==> config.mk <==
export PLATFORM = sky130hd
export DESIGN_NAME = fcs_host
export DESIGN_NICKNAME = d
export VERILOG_FILES = /design/src/rtl/fcs_host.v /design/src/rtl/fcs_bus_cycle.v
export VERILOG_INCLUDE_DIRS = /design/src /design/src/include
export SDC_FILE = /design/constraint.sdc
export NUM_CORES = 1
export LEC_CHECK = 0
export ABC_AREA = 1
export BUFFER_PORTS_ARGS = -buffer_cell sky130_fd_sc_hd__buf_2
export CAP_MARGIN = 20
export CORE_ASPECT_RATIO = 0.6
export CORE_MARGIN = 2
export CORE_UTILIZATION = 58
export CTS_CLUSTER_SIZE = 40
export DETAILED_ROUTE_END_ITERATION = 7
export GPL_ROUTABILITY_DRIVEN = 0
export PLACE_DENSITY_LB_ADDON = 0.2
export SYNTH_ARGS = -nofsm -noshare
export SYNTH_HDL_FRONTEND = slang
export SYNTH_SLANG_ARGS = --single-unit
==> constraint.sdc <==
create_clock -name clk -period 2.65 [get_ports clk]
set_input_delay 0.1325 -clock clk [delete_from_list [all_inputs] [get_ports clk]]
set_output_delay 0.1325 -clock clk [all_outputs]
set_load 0.01 [all_outputs]
==> src/include/fcs_defs.vh <==
// Constants for the flash command-sequence host controller
// What this block does
// - Identify entry is two unlock writes then the identify command; reads give codes.
// - Host writes the reset command to leave identify mode.
// - Standard program is two unlocks, setup command, then address and data.
// - Hardware reset aborts programming; the host does not repeat the sequence afterwards.
// - Bypass entry is two unlocks then command data 20h.
// - Bypass program is A0h then address and data, repeatable.
// - Bypass exit writes 90h then 00h at any address.
// - Chip erase is two unlocks, setup, two unlocks, chip erase command.
`ifndef FCS_DEFS_VH
`define FCS_DEFS_VH
// Software register offsets
`define FCS_REG_CTRL      4'h0
`define FCS_REG_ADDR      4'h1
`define FCS_REG_WDATA     4'h2
`define FCS_REG_STATUS    4'h3
`define FCS_REG_RDATA     4'h4
// Control register command codes (low bits of CTRL write)
`define FCS_OP_READ       4'h1
`define FCS_OP_IDENT      4'h2
`define FCS_OP_RESET      4'h3
`define FCS_OP_PROG       4'h4
`define FCS_OP_BYP_ENTER  4'h5
`define FCS_OP_BYP_PROG   4'h6
`define FCS_OP_BYP_EXIT   4'h7
`define FCS_OP_CHIP_ERASE 4'h8
`define FCS_OP_HW_RESET   4'h9
`define FCS_CTRL_BYTE_BIT 4
// Status register bits
`define FCS_ST_BUSY       0
`define FCS_ST_DONE       1
`define FCS_ST_TIMEOUT    2
`define FCS_ST_BYPASS     3
`define FCS_ST_IDENT      4
`define FCS_ST_REJECT     5
// Flash command addresses and data (word mode; byte mode uses the alternate)
`define FCS_UNLOCK1_ADDR  20'h0_0555
`define FCS_UNLOCK1_ADDRB 20'h0_0AAA
`define FCS_UNLOCK2_ADDR  20'h0_02AA
`define FCS_UNLOCK2_ADDRB 20'h0_0555
`define FCS_UNLOCK1_DATA  16'h00AA
`define FCS_UNLOCK2_DATA  16'h0055
`define FCS_CMD_IDENT     16'h0090
`define FCS_CMD_RESET     16'h00F0
`define FCS_CMD_PROG      16'h00A0
`define FCS_CMD_BYP_ENTER 16'h0020
`define FCS_CMD_BYP_EXIT1 16'h0090
`define FCS_CMD_BYP_EXIT2 16'h0000
`define FCS_CMD_ERASE_SET 16'h0080
`define FCS_CMD_CHIP_ERS  16'h0010
// Bus timing in cycles of the 100 ns clock
`define FCS_CLK_NS        100
`define FCS_WE_LOW_NS     100
`define FCS_WE_CYC        ((`FCS_WE_LOW_NS + `FCS_CLK_NS - 1) / `FCS_CLK_NS)
`define FCS_ACC_NS        200
`define FCS_ACC_CYC       ((`FCS_ACC_NS + `FCS_CLK_NS - 1) / `FCS_CLK_NS)
`define FCS_RST_NS        500
`define FCS_RST_CYC       ((`FCS_RST_NS + `FCS_CLK_NS - 1) / `FCS_CLK_NS)
`define FCS_POLL_LIMIT    100000
`endif

==> src/rtl/fcs_host.v <==
// Host controller that drives flash command sequences over the parallel pins
`timescale 1ns/1ps
`include "fcs_defs.vh"
module fcs_host (
  input  wire        clk,
  input  wire        rst_b,
  input  wire        ce,
  input  wire [3:0]  reg_addr,
  input  wire [31:0] reg_wdata,
  input  wire        reg_wr,
  input  wire        reg_rd,
  output reg  [31:0] reg_rdata_ff,
  output wire [19:0] flash_addr,
  output wire [15:0] flash_dq_out,
  output wire        flash_dq_oe,
  input  wire [15:0] flash_dq_in,
  output wire        flash_ce_n,
  output wire        flash_we_n,
  output wire        flash_oe_n,
  output reg         flash_byte_n_ff,
  output reg         flash_reset_n_ff,
  input  wire        ready_busy_out_n
);
  // ---------------------------------------------------------------
  // Sequencer states
  // ---------------------------------------------------------------
  localparam [5:0] S_IDLE  = 6'b000001;
  localparam [5:0] S_ISSUE = 6'b000010;
  localparam [5:0] S_WAIT  = 6'b000100;
  localparam [5:0] S_POLL  = 6'b001000;
  localparam [5:0] S_HWRST = 6'b010000;
  localparam [5:0] S_READ  = 6'b100000;

  reg [5:0]  st_ff;
  reg [3:0]  op_ff;
  reg [2:0]  step_ff;
  reg [19:0] addr_ff;
  reg [15:0] wdata_ff;
  reg [15:0] rdata_ff;
  reg        busy_ff;
  reg        done_flag_ff;
  reg        tmo_ff;
  reg        bypass_ff;
  reg        ident_ff;
  reg        reject_ff;
  reg [16:0] wait_ff;
  reg        go_wr_ff;
  reg        go_rd_ff;
  reg [19:0] cyc_addr_ff;
  reg [15:0] cyc_data_ff;
  reg        rdy_q_ff;
  wire        cyc_done;
  wire [15:0] cyc_rdata;

  fcs_bus_cycle u_cyc (
    .clk       (clk),
    .rst_b     (rst_b),
    .ce        (ce),
    .go_wr     (go_wr_ff),
    .go_rd     (go_rd_ff),
    .addr      (cyc_addr_ff),
    .wdata     (cyc_data_ff),
    .dq_in     (flash_dq_in),
    .done_ff   (cyc_done),
    .rdata_ff  (cyc_rdata),
    .fa_ff     (flash_addr),
    .dq_out_ff (flash_dq_out),
    .dq_oe_ff  (flash_dq_oe),
    .ce_n_ff   (flash_ce_n),
    .we_n_ff   (flash_we_n),
    .oe_n_ff   (flash_oe_n)
  );

  // Sequence length for each order
  function [2:0] seq_len;
    input [3:0] op;
    begin
      case (op)
        `FCS_OP_IDENT:      seq_len = 3'd3;
        `FCS_OP_RESET:      seq_len = 3'd1;
        `FCS_OP_PROG:       seq_len = 3'd4;
        `FCS_OP_BYP_ENTER:  seq_len = 3'd3;
        `FCS_OP_BYP_PROG:   seq_len = 3'd2;
        `FCS_OP_BYP_EXIT:   seq_len = 3'd2;
        `FCS_OP_CHIP_ERASE: seq_len = 3'd6;
        default:            seq_len = 3'd0;
      endcase
    end
  endfunction

  // ---------------------------------------------------------------
  // Address and data of each sequence step
  // ---------------------------------------------------------------
  reg [19:0] s_addr;
  reg [15:0] s_data;
  reg        unl;
  always @* begin
    s_addr = 20'h0_0000;
    s_data = 16'h0000;
    unl    = 1'b0;
    case (op_ff)
      `FCS_OP_IDENT: begin
        unl    = (step_ff < 3'd2);
        s_data = `FCS_CMD_IDENT;
      end
      `FCS_OP_RESET: s_data = `FCS_CMD_RESET;
      `FCS_OP_PROG: begin
        unl    = (step_ff < 3'd2);
        s_data = (step_ff == 3'd2) ? `FCS_CMD_PROG : wdata_ff;
        if (step_ff == 3'd3)
          s_addr = addr_ff;
      end
      `FCS_OP_BYP_ENTER: begin
        unl    = (step_ff < 3'd2);
        s_data = `FCS_CMD_BYP_ENTER;
      end
      `FCS_OP_BYP_PROG: begin
        s_data = (step_ff == 3'd0) ? `FCS_CMD_PROG : wdata_ff;
        if (step_ff == 3'd1)
          s_addr = addr_ff;
      end
      `FCS_OP_BYP_EXIT:
        s_data = (step_ff == 3'd0) ? `FCS_CMD_BYP_EXIT1 : `FCS_CMD_BYP_EXIT2;
      // six cycles ending in chip erase
      `FCS_OP_CHIP_ERASE: begin
        unl    = (step_ff != 3'd2) && (step_ff != 3'd5);
        s_data = (step_ff == 3'd2) ? `FCS_CMD_ERASE_SET : `FCS_CMD_CHIP_ERS;
      end
      default: s_data = 16'h0000;
    endcase
    // exact unlock pairs, alternating first and second
    if (unl) begin
      if (step_ff[0] == 1'b0 && step_ff != 3'd4) begin
        s_addr = flash_byte_n_ff ? `FCS_UNLOCK1_ADDR : `FCS_UNLOCK1_ADDRB;
        s_data = `FCS_UNLOCK1_DATA;
      end else begin
        s_addr = flash_byte_n_ff ? `FCS_UNLOCK2_ADDR : `FCS_UNLOCK2_ADDRB;
        s_data = `FCS_UNLOCK2_DATA;
      end
      if (step_ff == 3'd3 || step_ff == 3'd4) begin
        s_addr = (step_ff == 3'd3)
               ? (flash_byte_n_ff ? `FCS_UNLOCK1_ADDR : `FCS_UNLOCK1_ADDRB)
               : (flash_byte_n_ff ? `FCS_UNLOCK2_ADDR : `FCS_UNLOCK2_ADDRB);
        s_data = (step_ff == 3'd3) ? `FCS_UNLOCK1_DATA : `FCS_UNLOCK2_DATA;
      end
    end
  end

  // Order legality in the current mode
  reg [3:0] req_op;
  reg       legal;
  always @* begin
    req_op = reg_wdata[3:0];
    legal  = 1'b1;
    // bypass mode admits only bypass program, exit, read and hardware reset
    if (bypass_ff)
      legal = (req_op == `FCS_OP_BYP_PROG) || (req_op == `FCS_OP_BYP_EXIT) ||
              (req_op == `FCS_OP_READ) || (req_op == `FCS_OP_HW_RESET);
    else if (req_op == `FCS_OP_BYP_PROG || req_op == `FCS_OP_BYP_EXIT)
      legal = 1'b0;
    if (req_op == 4'h0 || req_op > `FCS_OP_HW_RESET)
      legal = 1'b0;
  end

  wire start = reg_wr && (reg_addr == `FCS_REG_CTRL);

  // ---------------------------------------------------------------
  // Sequencer and registers
  // ---------------------------------------------------------------
  always @(posedge clk or negedge rst_b) begin
    if (!rst_b) begin
      st_ff            <= S_IDLE;
      op_ff            <= 4'h0;
      step_ff          <= 3'd0;
      addr_ff          <= 20'h0_0000;
      wdata_ff         <= 16'h0000;
      rdata_ff         <= 16'h0000;
      busy_ff          <= 1'b0;
      done_flag_ff     <= 1'b0;
      tmo_ff           <= 1'b0;
      bypass_ff        <= 1'b0;
      ident_ff         <= 1'b0;
      reject_ff        <= 1'b0;
      wait_ff          <= 17'h0_0000;
      go_wr_ff         <= 1'b0;
      go_rd_ff         <= 1'b0;
      cyc_addr_ff      <= 20'h0_0000;
      cyc_data_ff      <= 16'h0000;
      rdy_q_ff         <= 1'b1;
      reg_rdata_ff     <= 32'h0000_0000;
      flash_byte_n_ff  <= 1'b1;
      flash_reset_n_ff <= 1'b1;
    end else if (ce) begin
      go_wr_ff <= 1'b0;
      go_rd_ff <= 1'b0;
      rdy_q_ff <= ready_busy_out_n;
      if (reg_wr && reg_addr == `FCS_REG_ADDR)
        addr_ff <= reg_wdata[19:0];
      if (reg_wr && reg_addr == `FCS_REG_WDATA)
        wdata_ff <= reg_wdata[15:0];
      reg_rdata_ff <= 32'h0000_0000;
      if (reg_rd) begin
        case (reg_addr)
          `FCS_REG_CTRL:   reg_rdata_ff <= {27'h000_0000, ~flash_byte_n_ff, op_ff};
          `FCS_REG_ADDR:   reg_rdata_ff <= {12'h000, addr_ff};
          `FCS_REG_WDATA:  reg_rdata_ff <= {16'h0000, wdata_ff};
          `FCS_REG_STATUS: reg_rdata_ff <= {26'h000_0000, reject_ff, ident_ff, bypass_ff,
                                            tmo_ff, done_flag_ff, busy_ff};
          `FCS_REG_RDATA:  reg_rdata_ff <= {16'h0000, rdata_ff};
          default:         reg_rdata_ff <= 32'h0000_0000;
        endcase
      end
      case (st_ff)
        S_IDLE: begin
          if (start) begin
            // orders are ignored while busy, without setting reject, so only taken in idle
            if (legal) begin
              op_ff        <= req_op;
              step_ff      <= 3'd0;
              busy_ff      <= 1'b1;
              done_flag_ff <= 1'b0;
              tmo_ff       <= 1'b0;
              reject_ff    <= 1'b0;
              // byte or word width from the control bit, held unchanged while in bypass mode
              if (!bypass_ff)
                flash_byte_n_ff <= ~reg_wdata[`FCS_CTRL_BYTE_BIT];
              if (req_op == `FCS_OP_HW_RESET) begin
                flash_reset_n_ff <= 1'b0;
                wait_ff          <= 17'h0_0000;
                st_ff            <= S_HWRST;
              end else if (req_op == `FCS_OP_READ) begin
                cyc_addr_ff <= addr_ff;
                go_rd_ff    <= 1'b1;
                st_ff       <= S_READ;
              end else
                st_ff <= S_ISSUE;
            end else
              reject_ff <= 1'b1;
          end
        end
        S_ISSUE: begin
          cyc_addr_ff <= s_addr;
          cyc_data_ff <= s_data;
          go_wr_ff    <= 1'b1;
          st_ff       <= S_WAIT;
        end
        S_WAIT: begin
          if (cyc_done) begin
            if (step_ff + 3'd1 < seq_len(op_ff)) begin
              step_ff <= step_ff + 3'd1;
              st_ff   <= S_ISSUE;
            end else if (op_ff == `FCS_OP_PROG || op_ff == `FCS_OP_BYP_PROG ||
                         op_ff == `FCS_OP_CHIP_ERASE) begin
              wait_ff <= 17'h0_0000;
              st_ff   <= S_POLL;
            end else begin
              // reset returns to array reads, clearing identify
              if (op_ff == `FCS_OP_IDENT)
                ident_ff <= 1'b1;
              if (op_ff == `FCS_OP_RESET)
                ident_ff <= 1'b0;
              if (op_ff == `FCS_OP_BYP_ENTER)
                bypass_ff <= 1'b1;
              if (op_ff == `FCS_OP_BYP_EXIT)
                bypass_ff <= 1'b0;
              busy_ff      <= 1'b0;
              done_flag_ff <= 1'b1;
              st_ff        <= S_IDLE;
            end
          end
        end
        S_POLL: begin
          // device runs its own algorithm, host only waits
          // no command issued while the device is busy
          wait_ff <= wait_ff + 17'h0_0001;
          if (wait_ff > 17'h0_0002 && rdy_q_ff) begin
            busy_ff      <= 1'b0;
            done_flag_ff <= 1'b1;
            st_ff        <= S_IDLE;
          end else if (wait_ff == `FCS_POLL_LIMIT) begin
            // a stuck program shows as timeout; reset needed after
            tmo_ff  <= 1'b1;
            busy_ff <= 1'b0;
            st_ff   <= S_IDLE;
          end
        end
        S_HWRST: begin
          // hardware reset aborts; host returns to idle without resending the sequence
          wait_ff <= wait_ff + 17'h0_0001;
          if (wait_ff + 17'h0_0001 >= `FCS_RST_CYC) begin
            flash_reset_n_ff <= 1'b1;
            bypass_ff        <= 1'b0;
            ident_ff         <= 1'b0;
            busy_ff          <= 1'b0;
            done_flag_ff     <= 1'b1;
            st_ff            <= S_IDLE;
          end
        end
        S_READ: begin
          if (cyc_done) begin
            // identify reads return codes from the device
            rdata_ff     <= cyc_rdata;
            busy_ff      <= 1'b0;
            done_flag_ff <= 1'b1;
            st_ff        <= S_IDLE;
          end
        end
        default: st_ff <= S_IDLE;
      endcase
    end
  end
endmodule

==> src/rtl/fcs_bus_cycle.v <==
// One flash bus cycle: a write pulse or a timed read
`timescale 1ns/1ps
`include "fcs_defs.vh"
module fcs_bus_cycle (
  input  wire        clk,
  input  wire        rst_b,
  input  wire        ce,
  input  wire        go_wr,
  input  wire        go_rd,
  input  wire [19:0] addr,
  input  wire [15:0] wdata,
  input  wire [15:0] dq_in,
  output reg         done_ff,
  output reg  [15:0] rdata_ff,
  output reg  [19:0] fa_ff,
  output reg  [15:0] dq_out_ff,
  output reg         dq_oe_ff,
  output reg         ce_n_ff,
  output reg         we_n_ff,
  output reg         oe_n_ff
);
  localparam [3:0] S_IDLE = 4'b0001;
  localparam [3:0] S_WR   = 4'b0010;
  localparam [3:0] S_RD   = 4'b0100;
  localparam [3:0] S_GAP  = 4'b1000;
  reg [3:0] st_ff;
  reg [3:0] cnt_ff;

  always @(posedge clk or negedge rst_b) begin
    if (!rst_b) begin
      st_ff     <= S_IDLE;
      cnt_ff    <= 4'h0;
      done_ff   <= 1'b0;
      rdata_ff  <= 16'h0000;
      fa_ff     <= 20'h0_0000;
      dq_out_ff <= 16'h0000;
      dq_oe_ff  <= 1'b0;
      ce_n_ff   <= 1'b1;
      we_n_ff   <= 1'b1;
      oe_n_ff   <= 1'b1;
    end else if (ce) begin
      done_ff <= 1'b0;
      case (st_ff)
        S_IDLE: begin
          cnt_ff <= 4'h0;
          fa_ff  <= addr;
          if (go_wr) begin
            dq_out_ff <= wdata;
            dq_oe_ff  <= 1'b1;
            ce_n_ff   <= 1'b0;
            we_n_ff   <= 1'b0;
            st_ff     <= S_WR;
          end else if (go_rd) begin
            ce_n_ff <= 1'b0;
            oe_n_ff <= 1'b0;
            st_ff   <= S_RD;
          end
        end
        S_WR: begin
          cnt_ff <= cnt_ff + 4'h1;
          if (cnt_ff + 4'h1 >= `FCS_WE_CYC) begin
            // Data latched on this rising edge, address and data held one more cycle
            we_n_ff <= 1'b1;
            ce_n_ff <= 1'b1;
            st_ff   <= S_GAP;
          end
        end
        S_RD: begin
          cnt_ff <= cnt_ff + 4'h1;
          if (cnt_ff + 4'h1 >= `FCS_ACC_CYC) begin
            rdata_ff <= dq_in;
            oe_n_ff  <= 1'b1;
            ce_n_ff  <= 1'b1;
            st_ff    <= S_GAP;
          end
        end
        S_GAP: begin
          dq_oe_ff <= 1'b0;
          done_ff  <= 1'b1;
          st_ff    <= S_IDLE;
        end
        default: st_ff <= S_IDLE;
      endcase
    end
  end
endmodule

Word level (Yosys, flattened, before mapping)
Cells that the tools add are included.
Widths: inputs -> output; s select.
{"block": "word_totals", "register_bits": 226, "latchBits": 0, "mem_bits_rw": 0, "mem_bits_ro": 0, "inputBits": 58, "output_inout_bits": 74, "elab_cells": 283, "mem_count": 0}
{"block": "op_classes", "addsub": 5, "multipliers": 0, "div": 0, "order_cmp": 7, "n_eq_ne": 57, "shifts": 0, "n_mux": 120, "bitwise": 4, "n_reduce_logical": 59}
{"op": "$mux 20", "n": 9}
{"op": "$pmux 16 s7", "n": 1}
{"op": "$mux 17", "n": 6}
{"op": "$pmux 20 s5", "n": 1}
{"op": "$pmux 20 s2", "n": 2}
{"op": "$mux 16", "n": 4}
{"op": "$mux 6", "n": 9}
{"op": "$pmux 17 s3", "n": 1}
{"op": "$mux 1", "n": 50}
{"op": "$mux 12", "n": 3}
{"op": "$pmux 6 s6", "n": 1}
{"op": "$eq 4x3->1 const B", "n": 8}
{"op": "$ge 32x1->1 const B", "n": 1}
{"op": "$ge 32x2->1 const B", "n": 1}
{"op": "$mux 8", "n": 4}
{"op": "$ne 2x2->1 const B", "n": 16}
{"op": "$mux 4", "n": 6}
{"op": "$reduce_and 6->1", "n": 4}
{"op": "$mux 3", "n": 7}
{"op": "$reduce_and 7->1", "n": 3}
{"op": "$eq 4x2->1 const B", "n": 5}
{"op": "$reduce_and 10->1", "n": 2}
{"op": "$add 17x1->18 const B", "n": 1}
{"op": "$ge 18x3->1 const B", "n": 1}
{"op": "other kinds (46)", "n": 106}

Longest topological paths before layout
{"block": "logic_depth", "ltp_word": 10, "mapped_depth": 14, "depth_no_buf": 14}

Modules after synthesis
From an unflattened synthesis, not the netlist that was laid out.
{"block": "unflattened", "hier_cells": 1249, "hier_area_um2": 10525.1}
{"mod": "fcs_host", "n_inst": 1, "cells_per_inst": 931, "area_each_um2": 7768.7, "seq_area_each_um2": 3733.6}
{"mod": "fcs_bus_cycle", "n_inst": 1, "cells_per_inst": 318, "area_each_um2": 2756.4, "seq_area_each_um2": 1631.6}

Worst setup path after synthesis
Ideal clock, no wire load.
{"block": "synth_path", "path_type": "register to register", "start": "register step_ff[0]", "end": "register wait_ff[0]", "setup_time_ns": 0.127, "t_arrival_ns": 2.176, "t_required_ns": 2.523, "path_slack_ns": 0.347, "stages_incl_launch_ff": 12, "path_buffers": 1, "synth_period_minus_slack_ns": 2.303, "cell_sequence": "dfrtp_1 -> ha_1 -> ha_1 -> inv_1 -> ha_1 -> nand2_1 -> or2_1 -> nand3_1 -> nand3_1 -> nor2_4 -> buf_4 -> o21ai_0"}
{"block": "synth_between", "elab_chain_cells": 4}
{"element": "from (decl)", "line": "fcs_host.v:36", "source": "reg [2:0] step_ff;"}
{"element": "from (signal assigned)", "line": "fcs_host.v:250", "source": "step_ff <= step_ff + 3'd1;"}
{"element": "$add 3x1->3", "line": "fcs_host.v:249", "source": "if (step_ff + 3'd1 < seq_len(op_ff)) begin"}
{"element": "$lt 3x3->1", "line": "fcs_host.v:249"}
{"element": "$ne 2x2->1 (no line)"}
{"element": "$reduce_and 8->1 (no line)"}
{"element": "to (signal assigned)", "line": "fcs_host.v:275", "source": "wait_ff <= wait_ff + 17'h0_0001;"}
{"element": "to (signal assigned)", "line": "fcs_host.v:289", "source": "wait_ff <= wait_ff + 17'h0_0001;"}
{"element": "to (decl)", "line": "fcs_host.v:46", "source": "reg [16:0] wait_ff;"}
Every way passes these cells.
A chain may end at the register's enable or synchronous reset.

Worst setup path after layout
{"block": "layout_path", "start": "register op_ff[1]", "end": "register wait_ff[6]"}
{"block": "layout_between", "elab_chain_cells": 9, "elab_cells_between_ends": 19, "classes_between": "1 x order compare; 9 x eq/ne; 4 x mux; 5 x reduce/logical"}
{"element": "from (decl)", "line": "fcs_host.v:35", "source": "reg [3:0] op_ff;"}
{"element": "from (signal assigned)", "line": "fcs_host.v:218", "source": "op_ff <= req_op;"}
{"element": "$eq 4x3->1 or $eq 4x2->1 (tied branches)", "line": "fcs_host.v:78", "source": "case (op)"}
{"element": "$reduce_or 2->1 (no line)"}
{"element": "$pmux 3 s5", "line": "fcs_host.v:78"}
{"element": "$mux 3", "line": "fcs_host.v:248", "source": "if (cyc_done) begin"}
{"element": "$mux 3", "line": "fcs_host.v:213", "source": "case (st_ff)"}
{"element": "$mux 3", "line": "fcs_host.v:193", "source": "end else if (ce) begin"}
{"element": "$lt 3x3->1", "line": "fcs_host.v:249"}
{"element": "$ne 2x2->1 (no line)"}
{"element": "$reduce_and 8->1 (no line) (*)"}
Every way passes the cells marked *; elsewhere a longest branch is shown, timed or not. The select of a mux whose other input is x is not followed.

==> impl_metrics.env <==
export IMPL_status="finished, violations left"
export IMPL_violations="design-rule violations"
export IMPL_syn_cell_area_um2=10400
export IMPL_required_ns=3.05
export IMPL_initial_core_util_pct=59.8
export IMPL_fin_worst_skew_ns=0.00584
export IMPL_via_per_inst=5.52
export IMPL_p_per_area_nw_per_um2=989
export IMPL_yosysTopAreaCellShare_pct=49.8
export IMPL_irDropWorstVdd_uv=530
export IMPL_path_clk_slew_ns=0.07
export IMPL_wl_per_cell_um=16.5
export IMPL_vias=9001
export IMPL_synthTopCellsByArea="dfrtp_1 (50%), nand2_1 (10%), o21ai_0 (7.4%), inv_1 (5.9%), nor2_1 (3.7%)"
export IMPL_crit_chain="nor2_1 > nand2_1 > inv_1 > nor2_1 > ha_1 > nand2_1 > or2_1 > nand3_2 > nand3_1 > nor2_4 > buf_12 > nand3b_1 > o21ai_0"
export IMPL_fin_setup_tns_ns=0
export IMPL_period_needed_ns=2.47
export IMPL_synth_area_per_cell_um2=8.34
export IMPL_finalCritPeriodShare_pct=93.1
export IMPL_antenna_found_initial=0
export IMPL_setup_viol=0
export IMPL_cp_max_fo=33
export IMPL_post_synth_top_count_cell="nand2_1"
export IMPL_ys_seq_area_share_pct=51.8
export IMPL_cp_slowest_cell="dfrtp_1"
export IMPL_drive_above_1_share_pct=14.8
export IMPL_die_area_um2=19000
export IMPL_max_freq_ghz=0.405
export IMPL_cts_buffers_inserted=20
export IMPL_cts_sinks=214
export IMPL_fp_coreArea_um2=17300
export IMPL_areaGrowthSynthToFinish_pct=17.2
export IMPL_synthCells=1242
export IMPL_cts_tree="built"
export IMPL_synth_distinct_cells=51
export IMPL_die_y_um=107
export IMPL_hold_path_class="in2reg"
export IMPL_clockBufferDepth=3
export IMPL_routed_wl_mm=26.9
export IMPL_timing_rr_end="wait_ff[6]"
export IMPL_cts_htree_levels=1
export IMPL_insertion_delay_ns=0.49
export IMPL_synth_common_cells="nand2_1 (283), dfrtp_1 (206), inv_1 (164)"
export IMPL_dr_wl_met3_mm=3.29
export IMPL_drc=1
export IMPL_hp_start="reg_wdata[0]"
export IMPL_dr_wl_met2_mm=10.7
export IMPL_yosys_warnings=0
export IMPL_r2r_cells=13
export IMPL_rsz0062_at_grt="false"
export IMPL_fillers=1359
export IMPL_worstMarginPinSlew_ns=0.760
export IMPL_min_to="op_ff[0]"
export IMPL_slew_headroom_pct=49.3
export IMPL_yosys_area_top_type="dfrtp_1"
export IMPL_grt_max_degree=92
export IMPL_drtAntennaViolNets=0
export IMPL_initialDrtViolationCount=935
export IMPL_placed_cell_area_um2=11100
export IMPL_finalHoldViolations=0
export IMPL_hpwl_mm=19.5
export IMPL_cp_start_kind="flop"
export IMPL_async_flop_share_pct=100
export IMPL_grt_usage_pct=28.9
export IMPL_path_class="reg2reg"
export IMPL_nNetsFinal=1457
export IMPL_grt_pass1_vias=8227
export IMPL_num_rows=37
export IMPL_overflow=0
export IMPL_synth_ff_type="dfrtp_1"
export IMPL_m1WireLength_mm=12.6
export IMPL_ff2ff_setup_slack_ns=0.18
export IMPL_top_layer="met4"
export IMPL_dr_pass1_iters=8
export IMPL_cts_setup_buffers=0
export IMPL_power_leakage_nw=6.05
export IMPL_multiInputGateArea_um2=4130
export IMPL_slowest_delay_ns=0.46
export IMPL_ys_ff_latch=214
export IMPL_hold_path_depth=3
export IMPL_finish_instance_area_um2=12100
export IMPL_io_buffer_count=107
export IMPL_reg2reg_from="op_ff[1]"
export IMPL_ff_latch_area_um2=5370
export IMPL_maxSlewViolCount=0
export IMPL_max_cap_viol_count=0
export IMPL_num_io_pins=132
export IMPL_finish_utilization_pct=70.1
export IMPL_die_w_um=176
export IMPL_cp_end_kind="flop"
export IMPL_synth_edf_count=0
export IMPL_root_buffer="clkbuf_16"
export IMPL_arrival_ns=2.87
export IMPL_grt_pass1_wl_mm=43.2
-- how the worst max path moves through the flow --
| stage | cells past startpoint | start | end | slack, ns |
|---|---|---|---|---|
| floorplan | 11 | step_ff[0] | wait_ff[0] | 0.35 |
| global placement | 12 | step_ff[1] | wait_ff[14] | 0.27 |
| detailed placement | 13 | op_ff[3] | wait_ff[6] | 0.17 |
| CTS | 13 | op_ff[3] | wait_ff[6] | 0.15 |
| global route | 13 | op_ff[1] | wait_ff[6] | 0.02 |
| finish | 13 | op_ff[1] | wait_ff[6] | 0.18 |
-- per-layer routing --
metal  vias up  GRT usage (%)
met5         -              0
met4         0           4.31
met3        31           7.87
met2       439           39.6
met1      4212           46.3
li1       4319              -
-- where the power goes --
group	internal [mW]	total (mW)	switching [mW]
clock	1.67	2.88	1.21
sequential	4.29	5.00	0.703
combinational	1.44	4.12	2.67
-- stage by stage --
step / hold slack, ns / power (mW) / setup WS [ns] / instances
CTS: 0.000710 / 12.0 / 0.154 / 1629
global placement: 0.251 / 8.88 / 0.267 / 1562
floorplan: -0.163 / 7.72 / 0.347 / 1253
finish: 0.0189 / 12.0 / 0.183 / 1630
detailed placement: 0.253 / 9.03 / 0.175 / 1562
global route: 0.0188 / 12.8 / 0.0180 / 1629
-- critical path: cells and delay by family (launching register included) --
family / cells / cell delay (ns)
and+or+nand+nor: 9 / 1.18
adders and majority gates: 1 / 0.30
AOI/OAI and AO/OA: 1 / 0.09
buffers and inverters: 2 / 0.35
DFF: 1 / 0.46
-- cells by family after synthesis --
logic type,Yosys count,share of synthesized area (%)
simple gates,512,21.9
other cells,1,0.0362
mux,5,0.544
fa+ha+maj,15,1.81
compound gates,264,14.5
buf+inv,224,8.87
xor+xnor,7,0.592
flops,214,51.8
-- layout by cell type, fill, tap and decap left out, types with 21 or more instances in the layout --
cell and n:
nand2_1 283, dfrtp_1 206, inv_1 164, o21ai_0 154, buf_2 106, nor2_1 102, nand3_1 67, dlygate4sd3_1 34
a21oi_1 30, clkbuf_16 21
-- area by class of cell --
cell class	instances	share of cell area, %
diodes	1	0.0206
clock buffers	28	4.63
clock inverters	5	0.619
inverters	175	5.43
multi-input cells	815	34.0
flip-flops and latches	214	44.2
well taps	234	2.41
repair buffers	158	8.65
-- what timing repair did --
item | CTS | global route
endpoints found under the setup margin | 0 | 17
resized for setup | 0 | 3
hold endpoints to repair | 131 | 0
hold buffers | 34 | 0
-- flip-flops by register name, indices dropped and copies added, names as in the netlist, 17 cells and up --
signal and cells:
u_cyc.fa_ff 20, cyc_addr_ff 20, wait_ff 17, addr_ff 20
reg_rdata_ff 20
No activity file was read; power rests on OpenSTA's default activity.
